### src/pll_ctrl_pkg.sv
package pll_ctrl_pkg;

  // register byte addresses on the peripheral bus
  localparam logic [31:0] ADDR_CONTROL_HOLDING = 32'he01f_c080;
  localparam logic [31:0] ADDR_CONFIG_HOLDING = 32'he01f_c084;
  localparam logic [31:0] ADDR_ACTIVE_STATUS = 32'he01f_c088;
  localparam logic [31:0] ADDR_UNLOCK_SEQUENCE = 32'he01f_c08c;

  // unlock sequence values
  localparam logic [7:0] FEED_FIRST = 8'haa;
  localparam logic [7:0] FEED_SECOND = 8'h55;

  // control holding field positions
  localparam int ENABLE_POS = 0;
  localparam int CONNECT_POS = 1;

  // config and status field positions
  localparam int MUL_LSB = 0;
  localparam int MUL_W = 5;
  localparam int DIV_LSB = 5;
  localparam int DIV_W = 2;
  localparam int STAT_ENABLE_POS = 8;
  localparam int STAT_CONNECT_POS = 9;
  localparam int STAT_LOCK_POS = 10;
  localparam int STATUS_W = 16;

  // reset values
  localparam logic [MUL_W-1:0] MUL_RESET = 5'h0;
  localparam logic [DIV_W-1:0] DIV_RESET = 2'h0;
  localparam logic [31:0] RDATA_RESET = 32'h0000_0000;

  // multiplier and divider setting as one carrier
  typedef struct packed {
    logic [DIV_W-1:0] div;
    logic [MUL_W-1:0] mul;
  } pll_cfg_s;

  // one peripheral bus cycle
  typedef struct packed {
    logic cycle;
    logic write;
    logic [31:0] addr;
    logic [31:0] wdata;
  } bus_req_s;

  typedef enum logic [0:0] {
    FEED_IDLE,
    FEED_GOT_FIRST
  } feed_state_e;

  // multiplier value 1..32 from its field
  function automatic logic [5:0] mul_value(input logic [MUL_W-1:0] f);
    mul_value = {1'b0, f} + 6'h01;
  endfunction

  // divisor 1, 2, 4 or 8 from its field
  function automatic logic [3:0] div_value(input logic [DIV_W-1:0] f);
    div_value = 4'h1 << f;
  endfunction

endpackage

### src/pll_feed_and_status_control.sv
`timescale 1ns/1ns
// Summary of operation
// RULE1: status bits 4:0 return the applied multiplier from the shadow, reset zero.
// RULE2: status bits 6:5 return the applied divider from the shadow, reset zero.
// RULE3: status bit 8 shows the effective enable, reset zero.
// RULE4: status bit 9 shows effective connect; PLL clocks system only if both set.
// RULE5: status bit 10 reflects the lock indication, reset zero.
// RULE6: the lock status also drives an interrupt request line.
// RULE7: on lock interrupt software may connect and then disable that interrupt.
// RULE8: connect without enable behaves as both clear: off and disconnected.
// RULE9: enable alone runs the PLL unselected; software connects only after lock.
// RULE10: holding values take effect only after feed writes 0xAA then 0x55.
// RULE11: both feed writes must be consecutive bus cycles; any other cycle voids.
// RULE12: software keeps interrupts disabled during the feed pair.
// RULE13: a wrong value or broken sequence leaves effective settings unchanged.
// RULE14: feed location is 8-bit write-only, used only to detect the sequence.
// RULE15: entering power-down clears effective enable and connect.
// RULE16: wakeup does not restore enable or connect.
// RULE17: after wakeup software enables, awaits lock, then connects; no blind feed.
// RULE18: output clock is multiplier times oscillator; internal runs at 2 times divider more.
// RULE19: software keeps oscillator 10-25 MHz and internal oscillator 156-320 MHz.
// RULE20: control and config are holding registers copied to shadows by a feed.
// RULE21: control holding has enable in bit 0 and connect in bit 1, reset zero.
// RULE22: multiplier field is value minus one; divider codes 0..3 mean 1,2,4,8.
// RULE23: after an accepted 0xAA, any cycle but a 0x55 feed write returns to idle.
// RULE24: reserved status bits read zero and status writes are ignored.
module pll_feed_and_status_control (
  // clock, reset and clock enable
  input wire logic clk_sys,
  input wire logic rst_n,
  input wire logic ce,
  // peripheral bus, one request per bus cycle
  input wire pll_ctrl_pkg::bus_req_s bus_req,
  output logic [31:0] bus_rdata,
  output logic bus_rvalid,
  // analog and power interface
  input wire logic lock_indicator,
  input wire logic power_down_bit,
  // shadow outputs driving the PLL
  output logic pll_run,
  output logic pll_select,
  output pll_ctrl_pkg::pll_cfg_s pll_cfg,
  output logic [5:0] mul_factor,
  output logic [3:0] div_factor,
  // interrupt controller request
  output logic lock_irq
);
  import pll_ctrl_pkg::*;

  logic enable_hold_q;
  logic connect_hold_q;
  pll_cfg_s cfg_hold_q;
  logic enable_eff_q;
  logic connect_eff_q;
  pll_cfg_s cfg_eff_q;
  logic lock_q;
  logic pd_q;
  logic run_q;
  logic select_q;
  logic [5:0] mul_q;
  logic [3:0] div_q;
  logic irq_q;
  logic [31:0] rdata_q;
  logic rvalid_q;
  logic feed_ok;
  logic pd_entry;
  logic wr_cycle;
  logic rd_cycle;
  logic [STATUS_W-1:0] status_word;

  // decoded bus cycle kinds
  assign wr_cycle = bus_req.cycle && bus_req.write;
  assign rd_cycle = bus_req.cycle && !bus_req.write;
  assign pd_entry = power_down_bit && !pd_q;

  // RULE11: sequence detector sees every cycle
  pll_feed_detect u_feed (
    .clk_sys(clk_sys),
    .rst_n(rst_n),
    .ce(ce),
    .bus_cycle(bus_req.cycle),
    .feed_write(wr_cycle && bus_req.addr == ADDR_UNLOCK_SEQUENCE),
    .feed_data(bus_req.wdata[7:0]),
    .feed_ok(feed_ok)
  );

  // control holding register written by software
  always_ff @(posedge clk_sys or negedge rst_n) begin
    if (!rst_n) begin
      enable_hold_q <= 1'b0;
      connect_hold_q <= 1'b0;
    end else if (ce && wr_cycle && bus_req.addr == ADDR_CONTROL_HOLDING) begin
      // RULE21: enable bit 0, connect bit 1
      enable_hold_q <= bus_req.wdata[ENABLE_POS];
      connect_hold_q <= bus_req.wdata[CONNECT_POS];
    end
  end

  // configuration holding register written by software
  always_ff @(posedge clk_sys or negedge rst_n) begin
    if (!rst_n) begin
      cfg_hold_q <= '{div: DIV_RESET, mul: MUL_RESET};
    end else if (ce && wr_cycle && bus_req.addr == ADDR_CONFIG_HOLDING) begin
      cfg_hold_q.mul <= bus_req.wdata[MUL_LSB +: MUL_W];
      cfg_hold_q.div <= bus_req.wdata[DIV_LSB +: DIV_W];
    end
  end

  // power-down level history for entry detection
  always_ff @(posedge clk_sys or negedge rst_n) begin
    if (!rst_n) begin
      pd_q <= 1'b0;
    end else if (ce) begin
      pd_q <= power_down_bit;
    end
  end

  // shadow enable and connect
  always_ff @(posedge clk_sys or negedge rst_n) begin
    if (!rst_n) begin
      enable_eff_q <= 1'b0;
      connect_eff_q <= 1'b0;
    end else if (ce) begin
      if (pd_entry) begin
        // RULE15: power-down clears effective
        // RULE16: nothing restores on wakeup
        enable_eff_q <= 1'b0;
        connect_eff_q <= 1'b0;
      end else if (feed_ok) begin
        // RULE20: feed copies holding
        enable_eff_q <= enable_hold_q;
        connect_eff_q <= connect_hold_q;
      end
    end
  end

  // shadow configuration, power-down leaves it alone
  always_ff @(posedge clk_sys or negedge rst_n) begin
    if (!rst_n) begin
      cfg_eff_q <= '{div: DIV_RESET, mul: MUL_RESET};
    end else if (ce && feed_ok && !pd_entry) begin
      // RULE13: only a valid feed loads
      cfg_eff_q <= cfg_hold_q;
    end
  end

  // lock sample and interrupt request
  always_ff @(posedge clk_sys or negedge rst_n) begin
    if (!rst_n) begin
      lock_q <= 1'b0;
      irq_q <= 1'b0;
    end else if (ce) begin
      // RULE5: lock reflected in status
      lock_q <= lock_indicator;
      // RULE6: lock drives interrupt line
      irq_q <= lock_indicator;
    end
  end

  // registered PLL drive outputs
  always_ff @(posedge clk_sys or negedge rst_n) begin
    if (!rst_n) begin
      run_q <= 1'b0;
      select_q <= 1'b0;
      mul_q <= 6'h01;
      div_q <= 4'h1;
    end else if (ce) begin
      // RULE8: connect needs enable
      // RULE9: enable alone runs unselected
      run_q <= enable_eff_q;
      // RULE4: clock source only when both
      select_q <= enable_eff_q && connect_eff_q;
      // RULE18: factors for output and internal clock
      // RULE22: field encodings decoded
      mul_q <= mul_value(cfg_eff_q.mul);
      div_q <= div_value(cfg_eff_q.div);
    end
  end

  // status word assembly
  always_comb begin
    status_word = '0;
    // RULE1: applied multiplier
    status_word[MUL_LSB +: MUL_W] = cfg_eff_q.mul;
    // RULE2: applied divider
    status_word[DIV_LSB +: DIV_W] = cfg_eff_q.div;
    // RULE3: effective enable
    status_word[STAT_ENABLE_POS] = enable_eff_q;
    // RULE4: effective connect
    status_word[STAT_CONNECT_POS] = connect_eff_q;
    status_word[STAT_LOCK_POS] = lock_q;
  end

  // read port: data one cycle after the read cycle
  always_ff @(posedge clk_sys or negedge rst_n) begin
    if (!rst_n) begin
      rdata_q <= RDATA_RESET;
      rvalid_q <= 1'b0;
    end else if (ce) begin
      rvalid_q <= rd_cycle;
      if (rd_cycle) begin
        case (bus_req.addr)
          ADDR_CONTROL_HOLDING: begin
            rdata_q <= {30'h0, connect_hold_q, enable_hold_q};
          end
          ADDR_CONFIG_HOLDING: begin
            rdata_q <= {25'h0, cfg_hold_q.div, cfg_hold_q.mul};
          end
          ADDR_ACTIVE_STATUS: begin
            // RULE24: reserved bits zero
            rdata_q <= {16'h0, status_word};
          end
          default: begin
            // RULE14: feed reads as zero
            rdata_q <= RDATA_RESET;
          end
        endcase
      end else begin
        rdata_q <= RDATA_RESET;
      end
    end
  end

  assign bus_rdata = rdata_q;
  assign bus_rvalid = rvalid_q;
  assign pll_run = run_q;
  assign pll_select = select_q;
  assign pll_cfg = cfg_eff_q;
  assign mul_factor = mul_q;
  assign div_factor = div_q;
  assign lock_irq = irq_q;

endmodule

### src/pll_feed_detect.sv
`timescale 1ns/1ns
module pll_feed_detect (
  // clock and reset
  input wire logic clk_sys,
  input wire logic rst_n,
  input wire logic ce,
  // bus cycle view
  input wire logic bus_cycle,
  input wire logic feed_write,
  input wire logic [7:0] feed_data,
  // accepted sequence
  output logic feed_ok
);
  import pll_ctrl_pkg::*;

  feed_state_e state_q;
  logic ok_q;

  // two-write sequence tracker, every bus cycle advances or voids it
  always_ff @(posedge clk_sys or negedge rst_n) begin
    if (!rst_n) begin
      state_q <= FEED_IDLE;
    end else if (ce && bus_cycle) begin
      case (state_q)
        FEED_IDLE: begin
          // RULE10: first value arms
          if (feed_write && feed_data == FEED_FIRST) begin
            state_q <= FEED_GOT_FIRST;
          end
        end
        FEED_GOT_FIRST: begin
          // RULE11: next cycle decides
          // RULE23: anything returns idle
          state_q <= FEED_IDLE;
        end
        default: begin
          state_q <= FEED_IDLE;
        end
      endcase
    end
  end

  // one-cycle pulse when the second value follows directly
  always_ff @(posedge clk_sys or negedge rst_n) begin
    if (!rst_n) begin
      ok_q <= 1'b0;
    end else if (ce) begin
      // RULE10: second value completes
      // RULE13: wrong value ignored
      ok_q <= bus_cycle && state_q == FEED_GOT_FIRST && feed_write && feed_data == FEED_SECOND;
    end
  end

  assign feed_ok = ok_q;

endmodule

### config.mk
export PLATFORM = sky130hd
export DESIGN_NAME = pll_feed_and_status_control
export DESIGN_NICKNAME = d
export VERILOG_FILES = /design/src/pll_ctrl_pkg.sv /design/src/pll_feed_and_status_control.sv /design/src/pll_feed_detect.sv
export SDC_FILE = /design/constraint.sdc
export NUM_CORES = 1
export LEC_CHECK = 0
export BUFFER_PORTS_ARGS = -buffer_cell sky130_fd_sc_hd__buf_2
export CORE_MARGIN = 5
export CORE_UTILIZATION = 35
export DETAILED_ROUTE_END_ITERATION = 8
export GPL_TIMING_DRIVEN = 1
export PLACE_DENSITY = 0.68
export SLEW_MARGIN = 20
export SYNTH_ARGS = -nofsm -noshare
export SYNTH_HDL_FRONTEND = slang
export SYNTH_SLANG_ARGS = --single-unit
### constraint.sdc
create_clock -name clk_sys -period 2.7 [get_ports clk_sys]
set_input_delay 0.405 -clock clk_sys [delete_from_list [all_inputs] [get_ports clk_sys]]
set_output_delay 0.405 -clock clk_sys [all_outputs]
set_load 0.005 [all_outputs]
# After elaboration in Yosys (flattened, before gate mapping)
# Index checks and enable logic that the tools add are counted.
dict set report totals {
  ff_bits 67
  output_inout_bits 53
  input_bits 71
}
dict set report classes {
  n_eq_ne 6
  n_shift 1
  add_sub_neg 1
  muxes 8
  bitwise 1
  reduce_logical 20
}
# op n
set op_table {}
lappend op_table {{$eq A32 B32 Y1 const B} 4}
lappend op_table {{$pmux W11 S3} 1}
lappend op_table {{$mux W32} 1}
lappend op_table {{$logic_and A1 B1 Y1} 15}
lappend op_table {{$eq A8 B7 Y1 const B} 1}
lappend op_table {{$eq A8 B8 Y1 const B} 1}
lappend op_table {{$add A5 B1 Y6 const B} 1}
lappend op_table {{$mux W1} 5}
lappend op_table {{$shl A1 B2 Y4 const A} 1}
lappend op_table {{$logic_not A1 Y1} 3}
lappend op_table {{$pmux W1 S2} 1}
lappend op_table {{$reduce_and A2 Y1} 1}
lappend op_table {{$reduce_bool A2 Y1} 1}
lappend op_table {{$not A1 Y1} 1}

# Depth between registers and ports, before layout
# Gate-level depths: netlist of the first run.
dict set report depth {
  word_depth 5
  mapped_depth 6
  depth_no_buf 4
}

# By module
# From an unflattened synthesis of the first run, not the netlist that was laid out.
dict set report unflattened {
  cells_unflattened 205
  area_unflattened_um2 2264.7
}
# mod area_per_inst_um2 seq_area_each_um2 cells_per_inst instances
set modules_own_cells {}
lappend modules_own_cells {pll_feed_and_status_control 2125.8 1078.5 191 1}
lappend modules_own_cells {pll_feed_detect 138.9 50.0 14 1}

# Worst setup path before layout of the first run
# Ideal clock, no wire load.
dict set report synth_path {
  path_kind {input port to flip-flop}
  start {in bus_req[57] (netlist name)}
  end {reg cfg_hold_q[0] (netlist name)}
  setup_time_ps 125
  stages 4
  path_buffers 0
  setup_slack_ps 799
  arrival_ps 1776
  required_time_ps 2575
  path_cell_list {nor4b_1 nand4_1 nor4b_4 mux2_2}
}
dict set report synth_via {
  elab_chain_cells 2
}
# element line
set synth_rtl {}
lappend synth_rtl {{start, declared} pll_feed_and_status_control.sv:33} ;# input wire pll_ctrl_pkg::bus_req_s bus_req,
lappend synth_rtl {{$eq A32 B32 Y1} pll_feed_and_status_control.sv:103} ;# end else if (ce && wr_cycle && bus_req.addr == ADDR_CONFIG_HOLDING) begin
lappend synth_rtl {{$logic_and A1 B1 Y1} pll_feed_and_status_control.sv:103}
lappend synth_rtl {{end signal, assigned} pll_feed_and_status_control.sv:102} ;# cfg_hold_q <= '{div: DIV_RESET, mul: MUL_RESET};
lappend synth_rtl {{end, declared} pll_feed_and_status_control.sv:52} ;# pll_cfg_s cfg_hold_q;
# Every way passes these cells.
# A chain may end at the register's enable or synchronous reset.

# Final worst setup path of the first run
dict set report layout_path {
  start {in bus_req[36] (netlist name)}
  end {reg cfg_hold_q[0] (netlist name)}
}
# The elaborated chain is that of the path after synthesis.

==> results.json, run 1 <==
{
  "peakVddDrop_mv": 0.242,
  "avgSynthCellArea_um2": 11.7,
  "yosysUniqueCellTypes": 35,
  "maxCapViolations": 0,
  "worstMarginPinSlew_ns": 0.740,
  "io_pins": 124,
  "fin_crit_ns": 1.92,
  "dp.cells": 334,
  "synthFlopType": "dfrtp_1",
  "antenna_left": 0,
  "overflow": 0,
  "crit_arrival_ns": 2.10,
  "hold_violations": 0,
  "insertion_delay_ns": 0.30,
  "fp.dieArea_mm2": 0.00794,
  "synth_enable_flop_cells": 0,
  "cellPowerDensity_mw_per_mm2": 486,
  "rsz0062_at_grt": "false",
  "gp_congestion": 0.774,
  "criticalPathCategory": "input pin to flip-flop",
  "grt_usage_pct": 13.6,
  "reg2reg_to": "pll_cfg[0]$_DFFE_PN0P_",
  "drive_above_1_share_pct": 42.3,
  "fin_worst_skew_ns": 0.00354,
  "cts_buffer_depth": 2,
  "portBuffers": 77,
  "crit_path_start_kind": "input pin",
  "slew_headroom_pct": 50.5,
  "slew_violations": 0,
  "status": "complete, no violations",
  "grt_pass1_wl_um": 8400,
  "fillers": 588,
  "syn_to_final_growth_pct": 23.0,
  "vias": 1653,
  "cts_inserted_buffers": 5,
  "syn_inst": 188,
  "r2r-start": "pd_q$_DFFE_PN0P_",
  "finalSetupViolations": 0,
  "clkSlewWorstSetupHoldPaths_ns": 0.09,
  "fin_crit_sh_pct": 71.0,
  "htree_num_levels": 2,
  "cts-root-buf": "clkbuf_8",
  "post-cts-setup-buffers": 0,
  "core_area_mm2": 0.00599,
  "dp_slack_ns": 0.444,
  "crit_fanout": 7,
  "final_cells": 342,
  "wl_per_cell_um": 15.0,
  "antenna_found_initial": 0,
  "clock_sinks": 45,
  "drc": 0,
  "hp-class": "input pin to asynchronous set/reset pin",
  "drt_wl_total_um": 5120,
  "core.rowCount": 28,
  "die_width_um": 89.1,
  "max_freq_ghz": 0.522,
  "synthArstFlopShare_pct": 100,
  "ys.warnings.count": 0,
  "cts-hold-fix-buffers": 0,
  "dr.pass1.iters": 4,
  "nNetsFinal": 338,
  "ff2ff_setup_slack_ns": 1.34,
  "end_kind": "flip-flop",
  "ys_ff_latch": 45,
  "dpl.hpwl_um": 3990,
  "cp.required_ns": 2.88,
  "initial_utilization_pct": 36.6,
  "yosysSeqAreaShare_pct": 51.5,
  "ctsResizeCount": 0,
  "drt-initial-drc-count": 73,
  "fin_tns_setup_ns": 0,
  "die_h_um": 89.1,
  "synth_area_mm2": 0.00219,
  "viasPerCell": 4.83,
  "n_antenna_cell": 0,
  "p_leak_nw": 1.40,
  "fin_ws_ns": 0.783,
  "grt_pass1_vias": 1664,
  "tritoncts": "built",
  "grt_max_degree": 46,
  "rr_worst_depth": 3
}
## cells by family (layout without fill, tap and decap cells)
group,count (synthesis),after routing,share of synthesized area (%)
other,1,22,0.171
DFF,45,45,51.5
adders and majority gates,1,1,0.571
and+or+nand+nor,47,47,14.1
muxes,22,22,11.2
buffers and inverters,36,94,9.94
xor gates and xnor gates,3,3,1.20
AOI/OAI and AO/OA,33,33,11.3
## cells in the mapped netlist (2+ instances only)
master / n / area [µm²]
mux2i_1: 2 / 20.0
o2bb2ai_1: 2 / 17.5
nand3b_1: 2 / 15.0
dfrtp_1: 43 / 1080
xor2_1: 2 / 17.5
a21oi_1: 3 / 15.0
o21ai_0: 8 / 40.0
nor2b_1: 2 / 12.5
inv_1: 6 / 22.5
nor4bb_1: 7 / 70.1
nor4_1: 2 / 12.5
a22o_1: 14 / 123
mux2_2: 20 / 225
buf_4: 22 / 165
nand4_1: 5 / 31.3
a32o_1: 3 / 30.0
clkbuf_1: 8 / 30.0
nand2_1: 8 / 30.0
nor4b_1: 3 / 26.3
dfstp_2: 2 / 52.6
nor2_1: 5 / 18.8
nand3_1: 6 / 30.0
## stage by stage
stage | power (mW) | area [µm²] | util [%] | hold slack, ns
final | 1.31 | 2690 | 45.0 | 0.0875
after global routing | 1.37 | 2690 | 45.0 | 0.135
after CTS | 1.32 | 2690 | 44.9 | 0.303
after detailed placement | 0.812 | 2580 | 43.0 | 0.475
after global placement | 0.809 | 2580 | 43.0 | 0.468
after floorplan | 0.768 | 2270 | - | 0.109
## cells in the final DEF (no fill, tap or decap), types with 2 or more instances in the layout
master,n
buf_2,76
dfrtp_1,43
conb_1,22
mux2_2,20
a22o_1,14
nand2_1,8
o21ai_0,8
nor4bb_1,7
nand3_1,6
inv_1,6
nor2_1,5
nand4_1,5
clkbuf_8,5
buf_4,4
a21oi_1,3
nor4b_1,3
a32o_1,3
xor2_1,2
nand3b_1,2
nor4_1,2
nor2b_1,2
o2bb2ai_1,2
mux2i_1,2
dfstp_2,2
## critical path, cell delays in order
cell and delay (ns):
buf_2 0.09, nor4b_1 0.28, nand4_1 0.30, nor4b_4 0.62, mux2_2 0.40
## where the power goes
part	internal [mW]	switching, mW
Combinational	0.0469	0.0620
Sequential	0.684	0.00451
Clock	0.277	0.234
Total	1.01	0.301
## layer usage
metal	track usage, %	share of wire, %
met5	0	0
met4	2.44	0.84
met3	3.59	7.3
met2	20.9	47
met1	19.6	45
## cell type report
| type | count | area, µm² | share of cell area, % |
|---|---|---|---|
| well taps | 75 | 93.8 | 3.48 |
| inverters | 6 | 22.5 | 0.836 |
| clock buffers | 5 | 68.8 | 2.55 |
| flip-flops and latches | 45 | 1130 | 41.9 |
| clock inverters | 3 | 46.3 | 1.72 |
| repair buffers | 80 | 410 | 15.2 |
| multi-input cells | 128 | 923 | 34.3 |
## how the worst max path moves through the flow
stage,startpoint,to,depth (start not counted)
after detailed placement,bus_req[57],cfg_hold_q[0]$_DFFE_PN0P_,5
final,bus_req[36],cfg_hold_q[0]$_DFFE_PN0P_,5
after global routing,bus_req[58],cfg_hold_q[4]$_DFFE_PN0P_,5
after global placement,bus_req[57],cfg_hold_q[4]$_DFFE_PN0P_,5
after floorplan,bus_req[57],cfg_hold_q[0]$_DFFE_PN0P_,4
after CTS,bus_req[57],cfg_hold_q[0]$_DFFE_PN0P_,5
## state kept, by name (all words and copies together), names as in the netlist, 4 cells and up
name,flops
cfg_hold_q,7
pll_cfg,7
mul_factor,6
div_factor,4
bus_rdata,10
Note: power is estimated with default switching activity, not from simulation.
==> run 2: changes to the inputs <==
Clock period 2.7 ns to 1.9 ns, I/O delays scaled along.
==> results.json, run 2 (synthesized netlist as in run 1, its figures left out) <==
{
  "htree_num_levels": 2,
  "rr_worst_depth": 3,
  "rsz0062_at_grt": "false",
  "initial_utilization_pct": 36.6,
  "end_kind": "flip-flop",
  "finalSetupViolations": 0,
  "hold_violations": 0,
  "cts-root-buf": "clkbuf_8",
  "cp.buffers_inverters": 2,
  "finalPower_mw": 1.88,
  "grt_usage_pct": 13.1,
  "clock_sinks": 45,
  "ctsResizeCount": 0,
  "reg2reg_to": "pll_cfg[3]$_DFFE_PN0P_",
  "syn_to_final_growth_pct": 26.3,
  "fp.dieArea_mm2": 0.00794,
  "insertion_delay_ns": 0.29,
  "cp_num_cells": 6,
  "grt_max_degree": 26,
  "r2r-start": "pd_q$_DFFE_PN0P_",
  "die_width_um": 89.1,
  "cts_inserted_buffers": 5,
  "tritoncts": "built",
  "dp.cells": 341,
  "clkSlewWorstSetupHoldPaths_ns": 0.08,
  "portBuffers": 77,
  "fillers": 558,
  "antenna_left": 0,
  "status": "complete, no violations",
  "gp_congestion": 0.774,
  "vias": 1694,
  "ff2ff_setup_slack_ns": 0.55,
  "dpl.hpwl_um": 4050,
  "grt_pass1_wl_um": 8050,
  "n_antenna_cell": 0,
  "place_area_mm2": 0.00264,
  "cp_slowest_cell": "mux2_2",
  "multi_input_area_um2": 923,
  "cp.required_ns": 2.08,
  "largest_reg_flops": 10,
  "wl_per_cell_um": 14.4,
  "slew_violations": 0,
  "dr.pass1.iters": 4,
  "finalInstanceArea_mm2": 0.00277,
  "maxCapViolations": 0,
  "max_stage_delay_ns": 0.34,
  "drt_wl_total_um": 5020,
  "grt_pass1_vias": 1607,
  "drt-initial-drc-count": 69,
  "crit_end": "cfg_hold_q[0]$_DFFE_PN0P_",
  "final_cells": 350,
  "max_freq_ghz": 0.620,
  "cp-startpoint": "bus_req[36]",
  "final_cell_mix": "buf_2 (77), dfrtp_1 (43), conb_1 (22)",
  "core.rowCount": 28,
  "mostFrequentLayoutCell": "buf_2",
  "cellPowerDensity_mw_per_mm2": 678,
  "crit_arrival_ns": 1.80,
  "hold_slack_ns": 0.218,
  "fin_crit_sh_pct": 84.9,
  "overflow": 0,
  "antenna_found_initial": 0,
  "peakVddDrop_mv": 0.471,
  "hp-class": "input pin to flip-flop",
  "core_area_mm2": 0.00599,
  "crit_fanout": 7,
  "die_h_um": 89.1,
  "p_leak_nw": 1.45,
  "path_cells": "buf_2 -> nor4b_1 -> nand4_1 -> nor4b_4 -> buf_4 -> mux2_2",
  "fin_worst_skew_ns": 0.00196,
  "drive_above_1_share_pct": 43.3,
  "viasPerCell": 4.84,
  "criticalPathCategory": "input pin to flip-flop",
  "drc": 0,
  "fin_crit_ns": 1.61,
  "nNetsFinal": 346,
  "crit_path_start_kind": "input pin",
  "ff_latch_area_mm2": 0.00113,
  "io_pins": 124,
  "critical_path.top_delay_family": "simple AND/OR/NAND/NOR gates",
  "cts_buffer_depth": 2
}
-- run 2: area by class of cell --
type / instances / area share (%)
sequential: 45 / 40.8
timing repair buffer: 88 / 17.5
multi-input combinational: 128 / 33.4
clock buffer: 7 / 3.12
clock inverter: 1 / 1.08
tap: 75 / 3.39
inverter: 6 / 0.814
-- run 2: per-stage QoR --
step	utilization (%)	worst slack, ns	TNS [ns]
global route	46.2	0.0773	0
CTS	46.2	0.276	0
detailed placement	44.1	-0.0313	-0.194
finish	46.2	0.288	0
global placement	44.1	-0.0208	-0.158
floorplan	-	0.119	0
-- run 2: where the power goes --
group,total (mW),switching [mW],internal [mW]
clock,0.736,0.307,0.429
sequential,0.979,0.00661,0.972
combinational,0.162,0.0896,0.0728
total,1.88,0.403,1.47
-- run 2: timing repair --
| action | in CTS | in global routing |
|---|---|---|
| buffers inserted | 0 | 0 |
| hold endpoints to repair | 18 | 0 |
| hold buffers | 1 | 0 |
-- run 2: worst min path at each step --
stage	startpoint	end	slack [ns]	cells after the start
after floorplan	rst_n	bus_rdata[0]$_DFFE_PN0P_	-0.01	0
after global placement	rst_n	mul_factor[2]$_DFFE_PN0P_	0.28	1
after detailed placement	rst_n	mul_factor[2]$_DFFE_PN0P_	0.28	1
after CTS	bus_req[64]	bus_rvalid$_DFFE_PN0P_	0.21	2
after global routing	lock_indicator	lock_irq$_DFFE_PN0P_	0.21	2
final	bus_req[64]	bus_rvalid$_DFFE_PN0P_	0.22	2
-- run 2: routing by layer --
layer	global-route usage, %	vias to the layer above	wire [µm]
met5	0	-	0
met4	3.38	0	55
met3	3.32	6	335
met2	19.6	55	2300
met1	18.9	812	2330
li1	-	821	-
==> run 3: changes to the inputs <==
Settings changed: ABC_AREA set to 1, PLACE_DENSITY 0.68 to 0.66.
Clock period 1.9 ns to 1.65 ns, I/O delays scaled along.
==> results.json, run 3 <==
{
  "status": "complete, no violations",
  "slew_violations": 0,
  "fillers": 714,
  "rsz0062_at_grt": "false",
  "cts-root-buf": "clkbuf_8",
  "largest_reg_flops": 10,
  "final_cell_mix": "nand2_1 (80), buf_2 (77), dfrtp_1 (43)",
  "ctsResizeCount": 0,
  "synth_xor_area_share_pct": 0.711,
  "drc": 0,
  "fp.dieArea_mm2": 0.00881,
  "place_area_mm2": 0.00289,
  "synth_enable_flop_cells": 0,
  "cts_inserted_buffers": 5,
  "clkSlewWorstSetupHoldPaths_ns": 0.08,
  "ys_ff_latch": 45,
  "synth-compound-area-share_pct": 8.69,
  "maxCapViolations": 0,
  "grt_usage_pct": 12.7,
  "peakVddDrop_mv": 0.283,
  "tritoncts": "built",
  "end_kind": "flip-flop",
  "die_width_um": 93.9,
  "overflow": 0,
  "yosysSeqAreaShare_pct": 45.8,
  "viasPerCell": 4.35,
  "htree_num_levels": 2,
  "core.rowCount": 30,
  "hp-class": "input pin to flip-flop",
  "nNetsFinal": 460,
  "power_switching_mw": 0.483,
  "seq_power_share_pct": 51.6,
  "ff2ff_setup_slack_ns": 0.42,
  "finalSetupViolations": 0,
  "crit_fanout": 14,
  "synth_top_family_by_area": "simple AND/OR/NAND/NOR gates",
  "finalInstanceArea_mm2": 0.00301,
  "max_stage_delay_ns": 0.32,
  "fin_crit_sh_pct": 74.3,
  "drt_wl_total_um": 5530,
  "grt_max_degree": 46,
  "dr.pass1.iters": 4,
  "crit_arrival_ns": 1.41,
  "synthTopCellsByCount": "nand2_1 (80), dfrtp_1 (43), inv_1 (40)",
  "hold_violations": 0,
  "crit_path_start_kind": "input pin",
  "core_area_mm2": 0.00683,
  "post-cts-setup-buffers": 0,
  "synth_area_leader_cell": "dfrtp_1",
  "antenna_left": 0,
  "die_h_um": 93.9,
  "path_cells": "buf_2 -> inv_1 -> nand2_1 -> nor2_1 -> nand2_2 -> nor2_4 -> nand3_2 -> nand2_1 -> o21ai_2",
  "fin_crit_ns": 1.23,
  "ys_top_cells_by_area": "dfrtp_1 (44%), nand2_1 (12%), buf_4 (7.0%)",
  "synthAdderAreaFrac_pct": 0.508,
  "cp.required_ns": 1.83,
  "initial_utilization_pct": 36.0,
  "max_freq_ghz": 0.815,
  "synth_mux_area_share_pct": 0.915,
  "internal-power_mw": 1.69,
  "finalPower_mw": 2.17,
  "vias": 2108,
  "syn_to_final_growth_pct": 22.4,
  "wl_per_cell_um": 11.4,
  "post-synth-top-count-cell": "nand2_1",
  "synthFlopType": "dfrtp_1",
  "pwr-share-clk_pct": 38.9,
  "cp_slowest_cell": "nand3_2",
  "r2r-start": "pd_q$_DFFE_PN0P_",
  "gp_congestion": 0.779,
  "drt-initial-drc-count": 105,
  "synth_simple_gate_area_share_pct": 28.0,
  "yosysUniqueCellTypes": 30,
  "worst_path_most_repeated_cell": "nand2_1",
  "grt_pass1_vias": 1992,
  "mostFrequentLayoutCell": "nand2_1",
  "portBuffers": 77,
  "swShare_pct": 22.2,
  "postLayoutCoreUtil_pct": 44.1,
  "fin_worst_skew_ns": 0.00614,
  "cts_buffer_depth": 2,
  "synth_top_cell_area_share_pct": 43.7,
  "min_from": "lock_indicator",
  "cp-startpoint": "bus_req[44]",
  "cts-hold-fix-buffers": 1,
  "rr_worst_depth": 4,
  "grt_pass1_wl_um": 9050,
  "p_leak_nw": 1.66,
  "synthArstFlopShare_pct": 100,
  "cellPowerDensity_mw_per_mm2": 720,
  "syn_inst": 306,
  "ys.warnings.count": 0,
  "dpl.hpwl_um": 4420,
  "avgSynthCellArea_um2": 8.05,
  "n_antenna_cell": 0,
  "clock_sinks": 45,
  "synth_area_mm2": 0.00246,
  "drive_above_1_share_pct": 31.1,
  "insertion_delay_ns": 0.30,
  "pwr-share-comb_pct": 9.4,
  "min_to": "lock_irq$_DFFE_PN0P_",
  "criticalPathCategory": "input pin to flip-flop",
  "io_pins": 124,
  "antenna_found_initial": 0,
  "fin_tns_setup_ns": 0,
  "hold_path_depth": 3,
  "reg2reg_to": "pll_cfg[0]$_DFFE_PN0P_"
}
[run 3: logic make-up (layout without fill, tap and decap cells)]
kind of cell / Yosys count / after routing
AOI/OAI and AO/OA: 37 / 37
xor gates and xnor gates: 2 / 2
adders and majority gates: 1 / 1
buffers and inverters: 72 / 134
DFF: 45 / 45
muxes: 2 / 2
other: 1 / 22
and+or+nand+nor: 146 / 146
[run 3: critical path: cells and delay by family]
family,cells,cell delay (ns)
AOI/OAI and AO/OA,1,0.06
buffers and inverters,2,0.13
and+or+nand+nor,6,0.97
[run 3: layer usage]
metal,GRT usage [%],share of wire (%)
met5,0,0
met4,2.53,0.81
met3,4.49,9.0
met2,20.8,47
met1,16.3,43
[run 3: power by group through the flow]
stage / registers (mW) / clock network (mW) / logic [mW]
6_report: 1.12 / 0.845 / 0.205
5_1_grt: 1.12 / 0.913 / 0.236
4_1_cts: 1.12 / 0.875 / 0.207
3_5_place_dp: 1.14 / 0 / 0.205
3_3_place_gp: 1.14 / 0 / 0.200
2_1_floorplan: 1.14 / 0 / 0.127
[run 3: through the flow]
| step | hold slack (ns) | setup WS [ns] | instances |
|---|---|---|---|
| finish | 0.153 | 0.423 | 485 |
| global route | 0.152 | 0.303 | 485 |
| CTS | 0.140 | 0.420 | 485 |
| detailed placement | 0.250 | 0.113 | 476 |
| global placement | 0.246 | 0.106 | 476 |
| floorplan | -0.0481 | 0.468 | 327 |
[run 3: how the worst max path moves through the flow]
stage and endpoint:
2_1_floorplan cfg_hold_q[6]$_DFFE_PN0P_, 3_3_place_gp cfg_hold_q[2]$_DFFE_PN0P_, 3_5_place_dp cfg_hold_q[2]$_DFFE_PN0P_, 4_1_cts pll_cfg[0]$_DFFE_PN0P_
5_1_grt cfg_hold_q[1]$_DFFE_PN0P_, 6_report cfg_hold_q[3]$_DFFE_PN0P_
[run 3: area by class of cell]
class	count	area (µm²)	area share (%)
clock inverter	1	30.0	0.996
sequential	45	1130	37.4
timing repair buffer	84	453	15.0
multi-input combinational	210	1040	34.5
tap	96	120	3.99
clock buffer	7	86.3	2.86
inverter	42	158	5.23
